$ cat src/common/bbcc_map.svh
`ifndef BBCC_MAP_SVH
`define BBCC_MAP_SVH

// register byte addresses
`define BBCC_ADDR_CFG_A 8'h29
`define BBCC_ADDR_CFG_B 8'h2A

// field positions, second register
`define BBCC_EN_CTRL_LSB 0
`define BBCC_EN_CTRL_MSB 2
`define BBCC_DIS_EN_BIT 3

// field positions, first register
`define BBCC_TV_LSB 0
`define BBCC_TV_MSB 5

// values before the one-time-programmed load, and the read value of the unused bits
`define BBCC_CFG_A_RST 8'h00
`define BBCC_CFG_B_RST 4'h0
`define BBCC_UNUSED_RD 4'h0

// target voltage transfer function, millivolts
`define BBCC_TV_BASE_MV 12'h320
`define BBCC_TV_STEP_MV 12'h019

// default target port address, arbitrary
`define BBCC_DEV_ADDR 7'h48

`endif

$ cat src/common/bbcc_pkg.sv
package bbcc_pkg;

    typedef enum logic [3:0] {
        BBCC_IDLE  = 4'h0,
        BBCC_ADDR  = 4'h1,
        BBCC_AACK  = 4'h3,
        BBCC_PTR   = 4'h2,
        BBCC_PACK  = 4'h6,
        BBCC_WDATA = 4'h7,
        BBCC_WACK  = 4'h5,
        BBCC_RDATA = 4'h4,
        BBCC_RACK  = 4'hC,
        BBCC_RLOAD = 4'hD
    } bbcc_state_t;

endpackage

$ cat src/hw/bbcc_top.sv
`timescale 1ns/100ps
`include "bbcc_map.svh"

module bbcc_top #(
    parameter logic [6:0] DEV_ADDR = `BBCC_DEV_ADDR
) (
    input wire logic CLOCK,
    input wire logic RST,
    input wire logic SCL_IN,
    input wire logic SDA_IN,
    output logic SDA_OUT,
    output logic SDA_OE,
    input wire logic [7:0] OTP_CFG_A,
    input wire logic [3:0] OTP_CFG_B,
    input wire logic [3:0] SEQ_SLOT_ON,
    input wire logic ONOFF_ON,
    output logic CH0_ENABLE,
    output logic CH0_DISCHARGE,
    output logic [5:0] CH0_TARGET_CODE,
    output logic [11:0] CH0_TARGET_MV
);

    ////////////////////////////////////////////////////////////////////////////
    // pin synchronisers

    logic scl_meta_reg, scl_sync_reg, scl_prev_reg;
    logic sda_meta_reg, sda_sync_reg, sda_prev_reg;

    always_ff @(posedge CLOCK or posedge RST) begin
        if (RST) begin
            scl_meta_reg <= 1'b1;
            scl_sync_reg <= 1'b1;
            scl_prev_reg <= 1'b1;
            sda_meta_reg <= 1'b1;
            sda_sync_reg <= 1'b1;
            sda_prev_reg <= 1'b1;
        end else begin
            scl_meta_reg <= SCL_IN;
            scl_sync_reg <= scl_meta_reg;
            scl_prev_reg <= scl_sync_reg;
            sda_meta_reg <= SDA_IN;
            sda_sync_reg <= sda_meta_reg;
            sda_prev_reg <= sda_sync_reg;
        end
    end

    logic scl_rise, scl_fall, bus_start, bus_stop;
    assign scl_rise = scl_sync_reg & ~scl_prev_reg;
    assign scl_fall = ~scl_sync_reg & scl_prev_reg;
    assign bus_start = scl_sync_reg & scl_prev_reg & sda_prev_reg & ~sda_sync_reg;
    assign bus_stop = scl_sync_reg & scl_prev_reg & ~sda_prev_reg & sda_sync_reg;

    ////////////////////////////////////////////////////////////////////////////
    // target port and register file

    bbcc_pkg::bbcc_state_t state_reg, state_next;
    logic [3:0] cnt_reg, cnt_next;
    logic [7:0] shift_reg, shift_next;
    logic [7:0] ptr_reg, ptr_next;
    logic oe_reg, oe_next;
    logic load_reg, load_next;
    logic [7:0] cfg_a_reg, cfg_a_next;
    logic [3:0] cfg_b_reg, cfg_b_next;
    logic [7:0] rd_byte;

    always_comb begin
        case (ptr_reg)
            `BBCC_ADDR_CFG_A: rd_byte = cfg_a_reg;
            `BBCC_ADDR_CFG_B: rd_byte = {`BBCC_UNUSED_RD, cfg_b_reg};
            default: rd_byte = 8'h00;
        endcase
    end

    always_comb begin
        state_next = state_reg;
        cnt_next = cnt_reg;
        shift_next = shift_reg;
        ptr_next = ptr_reg;
        oe_next = oe_reg;
        load_next = 1'b0;
        cfg_a_next = cfg_a_reg;
        cfg_b_next = cfg_b_reg;
        if (load_reg) begin
            cfg_a_next = OTP_CFG_A;
            cfg_b_next = OTP_CFG_B;
        end
        if (bus_start) begin
            state_next = bbcc_pkg::BBCC_ADDR;
            cnt_next = 4'h0;
            oe_next = 1'b0;
        end else if (bus_stop) begin
            state_next = bbcc_pkg::BBCC_IDLE;
            oe_next = 1'b0;
        end else begin
            case (state_reg)
                bbcc_pkg::BBCC_IDLE: begin
                    oe_next = 1'b0;
                end
                bbcc_pkg::BBCC_ADDR, bbcc_pkg::BBCC_PTR, bbcc_pkg::BBCC_WDATA: begin
                    if (scl_rise && cnt_reg < 4'h8) begin
                        shift_next = {shift_reg[6:0], sda_sync_reg};
                        cnt_next = cnt_reg + 4'h1;
                    end else if (scl_fall && cnt_reg == 4'h8) begin
                        cnt_next = 4'h0;
                        oe_next = 1'b1;
                        if (state_reg == bbcc_pkg::BBCC_ADDR) begin
                            if (shift_reg[7:1] == DEV_ADDR) begin
                                state_next = bbcc_pkg::BBCC_AACK;
                            end else begin
                                state_next = bbcc_pkg::BBCC_IDLE;
                                oe_next = 1'b0;
                            end
                        end else if (state_reg == bbcc_pkg::BBCC_PTR) begin
                            ptr_next = shift_reg;
                            state_next = bbcc_pkg::BBCC_PACK;
                        end else begin
                            if (ptr_reg == `BBCC_ADDR_CFG_A) begin
                                cfg_a_next = shift_reg;
                            end else if (ptr_reg == `BBCC_ADDR_CFG_B) begin
                                cfg_b_next = shift_reg[3:0];
                            end
                            ptr_next = ptr_reg + 8'h01;
                            state_next = bbcc_pkg::BBCC_WACK;
                        end
                    end
                end
                bbcc_pkg::BBCC_AACK: begin
                    if (scl_fall) begin
                        // shift still holds the address byte, read flag in bit 0
                        if (shift_reg[0]) begin
                            shift_next = rd_byte;
                            oe_next = ~rd_byte[7];
                            ptr_next = ptr_reg + 8'h01;
                            state_next = bbcc_pkg::BBCC_RDATA;
                        end else begin
                            oe_next = 1'b0;
                            state_next = bbcc_pkg::BBCC_PTR;
                        end
                    end
                end
                bbcc_pkg::BBCC_PACK, bbcc_pkg::BBCC_WACK: begin
                    if (scl_fall) begin
                        oe_next = 1'b0;
                        state_next = bbcc_pkg::BBCC_WDATA;
                    end
                end
                bbcc_pkg::BBCC_RDATA: begin
                    if (scl_rise) begin
                        cnt_next = cnt_reg + 4'h1;
                    end else if (scl_fall) begin
                        if (cnt_reg == 4'h8) begin
                            cnt_next = 4'h0;
                            oe_next = 1'b0;
                            state_next = bbcc_pkg::BBCC_RACK;
                        end else begin
                            shift_next = {shift_reg[6:0], 1'b0};
                            oe_next = ~shift_reg[6];
                        end
                    end
                end
                bbcc_pkg::BBCC_RACK: begin
                    // a not-acknowledge ends the read; wait for stop
                    if (scl_rise) begin
                        state_next = sda_sync_reg ? bbcc_pkg::BBCC_IDLE : bbcc_pkg::BBCC_RLOAD;
                    end
                end
                bbcc_pkg::BBCC_RLOAD: begin
                    if (scl_fall) begin
                        shift_next = rd_byte;
                        oe_next = ~rd_byte[7];
                        ptr_next = ptr_reg + 8'h01;
                        state_next = bbcc_pkg::BBCC_RDATA;
                    end
                end
                default: begin
                    state_next = bbcc_pkg::BBCC_IDLE;
                    oe_next = 1'b0;
                end
            endcase
        end
    end

    // load flag is a constant at reset; programmed values arrive one edge after release
    always_ff @(posedge CLOCK or posedge RST) begin
        if (RST) begin
            state_reg <= bbcc_pkg::BBCC_IDLE;
            cnt_reg <= 4'h0;
            shift_reg <= 8'h00;
            ptr_reg <= 8'h00;
            oe_reg <= 1'b0;
            load_reg <= 1'b1;
            cfg_a_reg <= `BBCC_CFG_A_RST;
            cfg_b_reg <= `BBCC_CFG_B_RST;
        end else begin
            state_reg <= state_next;
            cnt_reg <= cnt_next;
            shift_reg <= shift_next;
            ptr_reg <= ptr_next;
            oe_reg <= oe_next;
            load_reg <= load_next;
            cfg_a_reg <= cfg_a_next;
            cfg_b_reg <= cfg_b_next;
        end
    end

    assign SDA_OUT = 1'b0;
    assign SDA_OE = oe_reg;

    ////////////////////////////////////////////////////////////////////////////
    // channel 0 control

    logic [2:0] en_ctrl;
    logic [5:0] tv_code;
    logic ch_on_next, dis_next;
    logic [11:0] mv_next;
    logic ch_on_reg, dis_reg;
    logic [5:0] code_reg;
    logic [11:0] mv_reg;

    assign en_ctrl = cfg_b_reg[`BBCC_EN_CTRL_MSB:`BBCC_EN_CTRL_LSB];
    assign tv_code = cfg_a_reg[`BBCC_TV_MSB:`BBCC_TV_LSB];

    always_comb begin
        case (en_ctrl)
            3'h0, 3'h1, 3'h2, 3'h3: ch_on_next = SEQ_SLOT_ON[en_ctrl[1:0]];
            3'h4, 3'h5: ch_on_next = 1'b0;
            // forced on in controller on states
            3'h6, 3'h7: ch_on_next = ONOFF_ON;
            default: ch_on_next = 1'b0;
        endcase
        // discharge only while off and enabled
        dis_next = cfg_b_reg[`BBCC_DIS_EN_BIT] & ~ch_on_next;
        mv_next = `BBCC_TV_BASE_MV + {6'h00, tv_code} * `BBCC_TV_STEP_MV;
    end

    always_ff @(posedge CLOCK or posedge RST) begin
        if (RST) begin
            ch_on_reg <= 1'b0;
            dis_reg <= 1'b0;
            code_reg <= 6'h00;
            mv_reg <= `BBCC_TV_BASE_MV;
        end else begin
            ch_on_reg <= ch_on_next;
            dis_reg <= dis_next;
            code_reg <= tv_code;
            mv_reg <= mv_next;
        end
    end

    assign CH0_ENABLE = ch_on_reg;
    assign CH0_DISCHARGE = dis_reg;
    assign CH0_TARGET_CODE = code_reg;
    assign CH0_TARGET_MV = mv_reg;

endmodule // bbcc_top

$ cat config.mk
export PLATFORM = sky130hd
export DESIGN_NAME = bbcc_top
export DESIGN_NICKNAME = d
export VERILOG_FILES = /design/src/common/bbcc_pkg.sv /design/src/hw/bbcc_top.sv
export VERILOG_INCLUDE_DIRS = /design/src /design/src/common
export SDC_FILE = /design/constraint.sdc
export NUM_CORES = 1
export LEC_CHECK = 0
export ABC_CLOCK_PERIOD_IN_PS = 3480
export BUFFER_PORTS_ARGS = -buffer_cell sky130_fd_sc_hd__buf_2
export CAP_MARGIN = 20
export CORE_ASPECT_RATIO = 1.25
export CORE_UTILIZATION = 59
export CTS_CLUSTER_DIAMETER = 120
export DETAILED_ROUTE_END_ITERATION = 10
export PLACE_DENSITY = 0.81
export REMOVE_ABC_BUFFERS = 1
export SETUP_SLACK_MARGIN = 0.02
export SLEW_MARGIN = 25
export SYNTH_ARGS = -nofsm -noshare
export SYNTH_HDL_FRONTEND = slang
export SYNTH_SLANG_ARGS = --single-unit
$ cat constraint.sdc
create_clock -name CLOCK -period 3.48 [get_ports CLOCK]
set_input_delay 0.87 -clock CLOCK [delete_from_list [all_inputs] [get_ports CLOCK]]
set_output_delay 0.87 -clock CLOCK [all_outputs]
set_load 0.01 [all_outputs]
==> results.json, run 1 <==
{
  "grt_pass1_wl_mm": 14.6,
  "clk_latency_ns": 0.35,
  "ctsResizeCount": 0,
  "ys_types": 66,
  "layout-drive-gt1-share": 0.252,
  "ff2ff_setup_slack_ns": 0.32,
  "firstDrtPassIters": 4,
  "die_h_um": 93.2,
  "layout_setup_ws_ns": 0.318,
  "fmaxAchievable_mhz": 316,
  "r2r-start": "cfg_a_reg[1]",
  "wire_per_inst_um": 16.8,
  "path_clk_slew_ns": 0.08,
  "final-max-slew-violation-count": 0,
  "syn-instance-count": 388,
  "ctsLongestPathBuffers": 2,
  "path_class": "reg2reg",
  "routed_wl_mm": 8.62,
  "ant_nets": 0,
  "clock-sinks": 61,
  "ctsRootBufferMaster": "clkbuf_8",
  "worstPathMaxFanout": 4,
  "seq_area_sq_mm": 0.00154,
  "required_ns": 3.76,
  "synth_top_area_share": 0.325,
  "startpoint_type": "flip-flop",
  "final_util": 0.694,
  "place.gp.congestion": 0.906,
  "postPlaceCellArea_sq_mm": 0.00416,
  "place_ws_ns": 0.379,
  "setup_viol": 0,
  "seqPwrFrac": 0.454,
  "max-cap-violations": 0,
  "worstHoldStart": "scl_meta_reg",
  "multiInputGateArea_sq_mm": 0.00218,
  "cts_tree": "built",
  "syn2layout_area_growth_pct": 11.1,
  "power.density_mw_per_mm2": 463,
  "cp-end-kind": "flip-flop",
  "io_buffers": 41,
  "p_total_w": 0.00202,
  "skew_ns": 0.0117,
  "yosys.cell_count.top_type": "dfrtp_1",
  "async_flop_share": 1.00,
  "grt-ovfl-total": 0,
  "drc": 0,
  "tightest_slew_ns": 0.829,
  "p_leak_nw": 1.97,
  "startpoint": "cfg_a_reg[1]",
  "crit_end": "CH0_TARGET_MV[11]",
  "p_int_w": 0.00139,
  "ctsHoldBuffers": 0,
  "max-vdd-ir-drop_mv": 0.280,
  "dpl.hpwl_mm": 6.26,
  "antenna_found_initial": 0,
  "rr_endpoint": "CH0_TARGET_MV[11]",
  "grt_max_degree": 49,
  "synth_seq_cells": 61,
  "synth_edf_count": 0,
  "final_nets": 478,
  "die_area_sq_mm": 0.00699,
  "synth_common_cells": "dfrtp_1 (51), ha_1 (31), mux2_2 (29)",
  "cts-buffers-inserted": 9,
  "final_cell_area_sq_mm": 0.00436,
  "drt_iter0_markers": 211,
  "seq_area_frac_synth": 0.392,
  "combPwrFrac": 0.224,
  "netSwitchingPower_w": 0.000626,
  "io-pin-count": 43,
  "synth.largest_area_cell": "dfrtp_1",
  "vias": 3136,
  "crit_arrival_ns": 3.44,
  "swShare": 0.310,
  "tns_ns": 0,
  "core_area_sq_mm": 0.00629,
  "post-route-min-period_ns": 3.16,
  "vias_per_cell": 6.11,
  "avgSynthCellArea_sq_um": 10.1,
  "htreeDepth": 3,
  "synthTopCellsByArea": "dfrtp_1 (33%), ha_1 (9.9%), mux2_2 (8.3%)",
  "min_path_type": "reg2reg",
  "period_share": 0.909,
  "relSlewSlack": 0.447,
  "grt_pass1_vias": 3175,
  "synth_ff_type": "dfrtp_1",
  "syn_area_sq_mm": 0.00393,
  "reg2regPathDepth": 12,
  "diodes": 0,
  "p_clk_frac": 0.322,
  "post-cts-setup-buffers": 0,
  "ys_warn_count": 0,
  "largest_reg_flops": 12,
  "die_x_um": 75.0,
  "status": "complete, no violations",
  "grtUsageTotal": 0.279,
  "start_util": 0.625,
  "rsz0062_at_grt": "false",
  "row_count": 32,
  "nFillCells": 490,
  "hold_violations": 0
}
final cells by class:
type	count	area share
flip-flops and latches	61	0.353
clock inverters	5	0.0141
multi-input cells	279	0.499
inverters	27	0.0235
clock buffers	11	0.0324
repair buffers	45	0.0539
well taps	85	0.0244
layer usage:
layer / up-vias / global-route usage / wire length [um]
met4: 0 / 0.140 / 303
met5: - / 0 / 0
met2: 84 / 0.492 / 4610
met3: 27 / 0.0463 / 296
met1: 1533 / 0.316 / 3410
li1: 1492 / - / -
how the worst min path moves through the flow:
| stage | end | cells past startpoint |
|---|---|---|
| 2_1_floorplan | scl_sync_reg | 0 |
| 3_3_place_gp | scl_sync_reg | 0 |
| 3_5_place_dp | scl_sync_reg | 0 |
| 4_1_cts | scl_sync_reg | 0 |
| 5_1_grt | scl_sync_reg | 0 |
| 6_report | scl_sync_reg | 0 |
power groups by stage:
stage               combinational, W  clock, W  sequential [W]
global placement            0.000430         0        0.000927
CTS                         0.000456  0.000660        0.000917
finish                      0.000453  0.000651        0.000917
global route                0.000509  0.000688        0.000933
detailed placement          0.000447         0        0.000929
floorplan                   0.000276         0        0.000931
metrics by stage:
step	cells	hold WS (ns)
finish	513	0.357
global route	513	0.361
CTS	513	0.358
detailed placement	497	0.347
global placement	497	0.345
floorplan	367	0.345
cell families (layout without fill, tap and decap cells):
family | count (synthesis) | after routing | synth area share
AOI/OAI and AO/OA | 100 | 100 | 0.176
xor gates and xnor gates | 9 | 9 | 0.0201
adders and majority gates | 35 | 35 | 0.117
buffers and inverters | 49 | 88 | 0.0548
DFF | 61 | 61 | 0.392
muxes | 30 | 30 | 0.0857
other | 1 | 2 | 0.000955
and+or+nand+nor | 103 | 103 | 0.154
critical path, cell delays in order, from the launching register on:
cell	delay (ns)
dfrtp_1	0.40
inv_1	0.07
ha_1	0.29
inv_1	0.08
fa_1	0.43
ha_1	0.31
ha_1	0.24
fa_1	0.42
a21o_1	0.20
a21oi_1	0.22
o21bai_1	0.10
a21oi_1	0.18
xor2_1	0.16
cell usage in the layout (no fill, tap or decap), types with 4 or more instances in the layout:
cell	count
buf_4	4
o211ai_1	4
a221o_1	5
and2_1	5
nor3_1	7
a22o_1	4
nor2b_1	8
dfrtp_1	51
xor2_1	4
xnor2_1	5
buf_2	41
and3_1	5
nand2_1	21
dfstp_2	10
nor2_1	13
inv_1	26
o21ai_0	21
o31ai_1	4
nand3b_1	5
a21oi_1	24
nor3b_1	4
nand3_1	13
ha_1	31
mux2_2	29
clkbuf_8	10
Note: power is estimated with default switching activity, not from simulation.
==> run 2, diff against run 1 <==
Settings changed: CORE_MARGIN set to 3.
==> results.json, run 2 (synthesized netlist as in run 1, its figures left out) <==
{
  "wire_per_inst_um": 17.7,
  "firstDrtPassIters": 5,
  "final_util": 0.692,
  "status": "complete, no violations",
  "cts_tree": "built",
  "die_x_um": 79.0,
  "required_ns": 3.76,
  "grt_pass1_wl_mm": 15.3,
  "ant_nets": 0,
  "path_buf_inv": 2,
  "clock-sinks": 61,
  "crit_chain": "inv_1 -> ha_1 -> inv_1 -> fa_1 -> ha_1 -> ha_1 -> fa_1 -> a21o_1 -> a21oi_1 -> o21bai_1 -> a21oi_1 -> xor2_1",
  "core_area_sq_mm": 0.00633,
  "htreeDepth": 3,
  "grt_max_degree": 31,
  "io-pin-count": 43,
  "startpoint_type": "flip-flop",
  "grtUsageTotal": 0.251,
  "largest_reg_flops": 12,
  "critical-path-slowest-cell": "fa_1",
  "period_share": 0.901,
  "syn2layout_area_growth_pct": 11.6,
  "multiInputGateArea_sq_mm": 0.00218,
  "drt_iter0_markers": 211,
  "min_path_type": "reg2reg",
  "power.density_mw_per_mm2": 465,
  "place.gp.congestion": 0.916,
  "cts-buffers-inserted": 9,
  "cpMostUsedCell": "ha_1",
  "die_area_sq_mm": 0.00768,
  "dpl.hpwl_mm": 6.58,
  "path_clk_slew_ns": 0.09,
  "critPathTopFamily": "adder cells",
  "final_common_cell": "dfrtp_1",
  "nFillCells": 479,
  "layout_common_cells": "dfrtp_1 (51), buf_2 (41), ha_1 (31)",
  "fmaxAchievable_mhz": 319,
  "vias": 3190,
  "p_leak_nw": 1.99,
  "cp-end-kind": "flip-flop",
  "row_count": 32,
  "grt_pass1_vias": 3202,
  "final_nets": 480,
  "clk_latency_ns": 0.35,
  "max-cap-violations": 0,
  "grt-ovfl-total": 0,
  "crit_path_max_incr_delay_ns": 0.46,
  "layout-drive-gt1-share": 0.258,
  "setup_viol": 0,
  "vias_per_cell": 6.19,
  "die_h_um": 97.2,
  "io_buffers": 41,
  "routed_wl_mm": 9.12,
  "tns_ns": 0,
  "drc": 0,
  "worstPathMaxFanout": 4,
  "start_util": 0.621,
  "crit_arrival_ns": 3.42,
  "rsz0062_at_grt": "false",
  "max-vdd-ir-drop_mv": 0.294,
  "antenna_found_initial": 0,
  "diodes": 0,
  "relSlewSlack": 0.549,
  "ctsLongestPathBuffers": 2,
  "ctsHoldBuffers": 0,
  "tightest_slew_ns": 0.671,
  "path_class": "reg2reg",
  "skew_ns": 0.0154,
  "final-max-slew-violation-count": 0,
  "post-route-min-period_ns": 3.14,
  "seq_area_sq_mm": 0.00154,
  "ctsRootBufferMaster": "clkbuf_8",
  "place_ws_ns": 0.409,
  "hold_violations": 0,
  "layout_setup_ws_ns": 0.344,
  "post-cts-setup-buffers": 0,
  "ctsResizeCount": 0
}
## run 2: per-layer routing
layer	track usage	wire length, um
met1	0.299	3600
met2	0.437	4810
met3	0.0399	424
met4	0.116	281
met5	0	0
## run 2: final cells by class
type,count,area share
Clock buffer,10,0.0314
Sequential cell,61,0.351
Multi-Input combinational cell,279,0.497
Timing Repair Buffer,47,0.0571
Clock inverter,6,0.0160
Tap cell,85,0.0243
Inverter,27,0.0231
## run 2: per-stage QoR
step	std cells	instance area (sq um)	hold slack, ns	total power, W
after CTS	515	4380	0.358	0.00204
after global placement	499	4170	0.346	0.00136
after floorplan	367	3820	0.345	0.00121
after global routing	515	4380	0.362	0.00214
final	515	4380	0.358	0.00204
after detailed placement	499	4170	0.347	0.00138
## run 2: power breakdown
group	switching [W]	internal (W)	total [W]	leakage (nW)
Combinational	0.000234	0.000221	0.000455	1.13
Sequential	0.0000918	0.000822	0.000914	0.759
Clock	0.000314	0.000354	0.000667	0.0951
Total	0.000639	0.00140	0.00204	1.99
## run 2: worst paths after layout
check / from / to / slack (ns) / depth (start not counted)
max in group asynchronous: RST / load_reg / 2.18 / 3
hold reg to reg: sda_meta_reg / sda_sync_reg / 0.36 / 0
min in group asynchronous: RST / CH0_TARGET_MV[3] / 0.51 / 2
hold / removal: sda_meta_reg / sda_sync_reg / 0.36 / 0
setup reg to reg: cfg_a_reg[2] / CH0_TARGET_MV[11] / 0.34 / 12
setup / recovery: cfg_a_reg[2] / CH0_TARGET_MV[11] / 0.34 / 12
## run 2: worst reg2reg max path, cell delays in order (launching register included)
cell      delay, ns
dfrtp_1        0.42
inv_1          0.10
ha_1           0.27
inv_1          0.05
fa_1           0.46
ha_1           0.31
ha_1           0.23
fa_1           0.42
a21o_1         0.20
a21oi_1        0.22
o21bai_1       0.09
a21oi_1        0.17
xor2_1         0.15
==> run 3, diff against run 2 <==
Settings changed: MAX_ROUTING_LAYER set to met4.
==> results.json, run 3 (synthesized netlist as in run 1, its figures left out) <==
{
  "p_leak_nw": 1.99,
  "fmaxAchievable_mhz": 319,
  "final-max-slew-violation-count": 0,
  "r2r-start": "cfg_a_reg[2]",
  "clock-sinks": 61,
  "path_class": "reg2reg",
  "ctsRootBufferMaster": "clkbuf_8",
  "layout_setup_ws_ns": 0.341,
  "row_count": 32,
  "min_to": "sda_sync_reg",
  "min_path_type": "reg2reg",
  "grtUsageTotal": 0.258,
  "clk_latency_ns": 0.35,
  "vias_per_cell": 6.12,
  "post-cts-setup-buffers": 0,
  "die_h_um": 97.2,
  "place.gp.congestion": 0.932,
  "path_clk_slew_ns": 0.09,
  "htreeDepth": 3,
  "power.density_mw_per_mm2": 465,
  "critical-path-slowest-cell": "fa_1",
  "antenna_found_initial": 0,
  "cp-end-kind": "flip-flop",
  "crit_chain": "inv_1 -> ha_1 -> inv_1 -> fa_1 -> ha_1 -> ha_1 -> fa_1 -> a21o_1 -> a21oi_1 -> o21bai_1 -> a21oi_1 -> xor2_1",
  "rr_endpoint": "CH0_TARGET_MV[11]",
  "die_x_um": 79.0,
  "dpl.hpwl_mm": 6.58,
  "relSlewSlack": 0.544,
  "io_buffers": 41,
  "start_util": 0.621,
  "setup_viol": 0,
  "post-route-min-period_ns": 3.14,
  "firstDrtPassIters": 4,
  "crit_path_max_incr_delay_ns": 0.46,
  "wire_per_inst_um": 17.6,
  "core_area_sq_mm": 0.00633,
  "grt-ovfl-total": 0,
  "final_nets": 480,
  "ctsResizeCount": 0,
  "hold_violations": 0,
  "layout-drive-gt1-share": 0.258,
  "grt_pass1_vias": 3205,
  "ctsLongestPathBuffers": 2,
  "cpMostUsedCell": "ha_1",
  "grt_max_degree": 31,
  "rsz0062_at_grt": "false",
  "place_ws_ns": 0.409,
  "final_util": 0.692,
  "die_area_sq_mm": 0.00768,
  "largest_reg_flops": 12,
  "worstHoldStart": "sda_meta_reg",
  "ff2ff_setup_slack_ns": 0.34,
  "cts_tree": "built",
  "routed_wl_mm": 9.07,
  "ant_nets": 0,
  "drt_iter0_markers": 211,
  "syn2layout_area_growth_pct": 11.6,
  "drc": 0,
  "ctsHoldBuffers": 0,
  "cts-buffers-inserted": 9,
  "diodes": 0,
  "worstPathMaxFanout": 4,
  "final_common_cell": "dfrtp_1",
  "grt_pass1_wl_mm": 15.3,
  "tns_ns": 0,
  "period_share": 0.902,
  "crit_arrival_ns": 3.42,
  "max-vdd-ir-drop_mv": 0.295,
  "required_ns": 3.76,
  "vias": 3153,
  "layout_common_cells": "dfrtp_1 (51), buf_2 (41), ha_1 (31)",
  "io-pin-count": 43,
  "reg2regPathDepth": 12,
  "max-cap-violations": 0,
  "skew_ns": 0.0154,
  "startpoint": "cfg_a_reg[2]",
  "tightest_slew_ns": 0.679,
  "status": "complete, no violations",
  "whs_path_depth": 0,
  "startpoint_type": "flip-flop"
}
[run 3: cell counts in the layout (fill, tap and decap cells not counted)]
No cell type changed its count.
[run 3: how the worst max path moves through the flow]
stage | to | slack [ns] | cells past startpoint
after floorplan | CH0_TARGET_MV[11] | 0.58 | 12
after global placement | CH0_TARGET_MV[11] | 0.49 | 12
after detailed placement | CH0_TARGET_MV[11] | 0.41 | 12
after CTS | CH0_TARGET_MV[11] | 0.33 | 12
after global routing | CH0_TARGET_MV[11] | 0.22 | 12
final | CH0_TARGET_MV[11] | 0.34 | 12
[run 3: report_power, final]
group	total [W]	switching (W)	internal, W
clock network	0.000665	0.000311	0.000354
logic	0.000456	0.000234	0.000221
registers	0.000915	0.0000924	0.000822
total	0.00204	0.000638	0.00140
[run 3: critical path, delay by kind of cell (launching register included)]
kind	cells	cell delay (ns)
compound gates	4	0.66
fa+ha+maj	5	1.70
buf+inv	2	0.15
flops	1	0.42
xor+xnor	1	0.15
[run 3: layer usage]
| metal | part of all wire | vias up | wire (um) | GRT usage |
|---|---|---|---|---|
| li1 | - | 1501 | - | - |
| met1 | 0.40 | 1524 | 3590 | 0.299 |
| met2 | 0.54 | 105 | 4870 | 0.436 |
| met3 | 0.043 | 23 | 392 | 0.0399 |
| met4 | 0.024 | 0 | 218 | 0.116 |
| met5 | 0 | - | 0 | - |
[run 3: layout make-up]
| cell class | instances | area (sq um) |
|---|---|---|
| sequential | 61 | 1540 |
| timing repair buffer | 47 | 250 |
| fill | 479 | 1950 |
| tap | 85 | 106 |
| clock buffer | 10 | 138 |
| clock inverter | 6 | 70.1 |
| multi-input combinational | 279 | 2180 |
| inverter | 27 | 101 |
[run 3: stage by stage]
stage          hold slack [ns]  instance area (sq um)  power [W]  cells
6_report                 0.358                   4380    0.00204    515
4_1_cts                  0.358                   4380    0.00204    515
5_1_grt                  0.362                   4380    0.00214    515
3_3_place_gp             0.346                   4170    0.00136    499
2_1_floorplan            0.345                   3820    0.00121    367
3_5_place_dp             0.347                   4170    0.00138    499
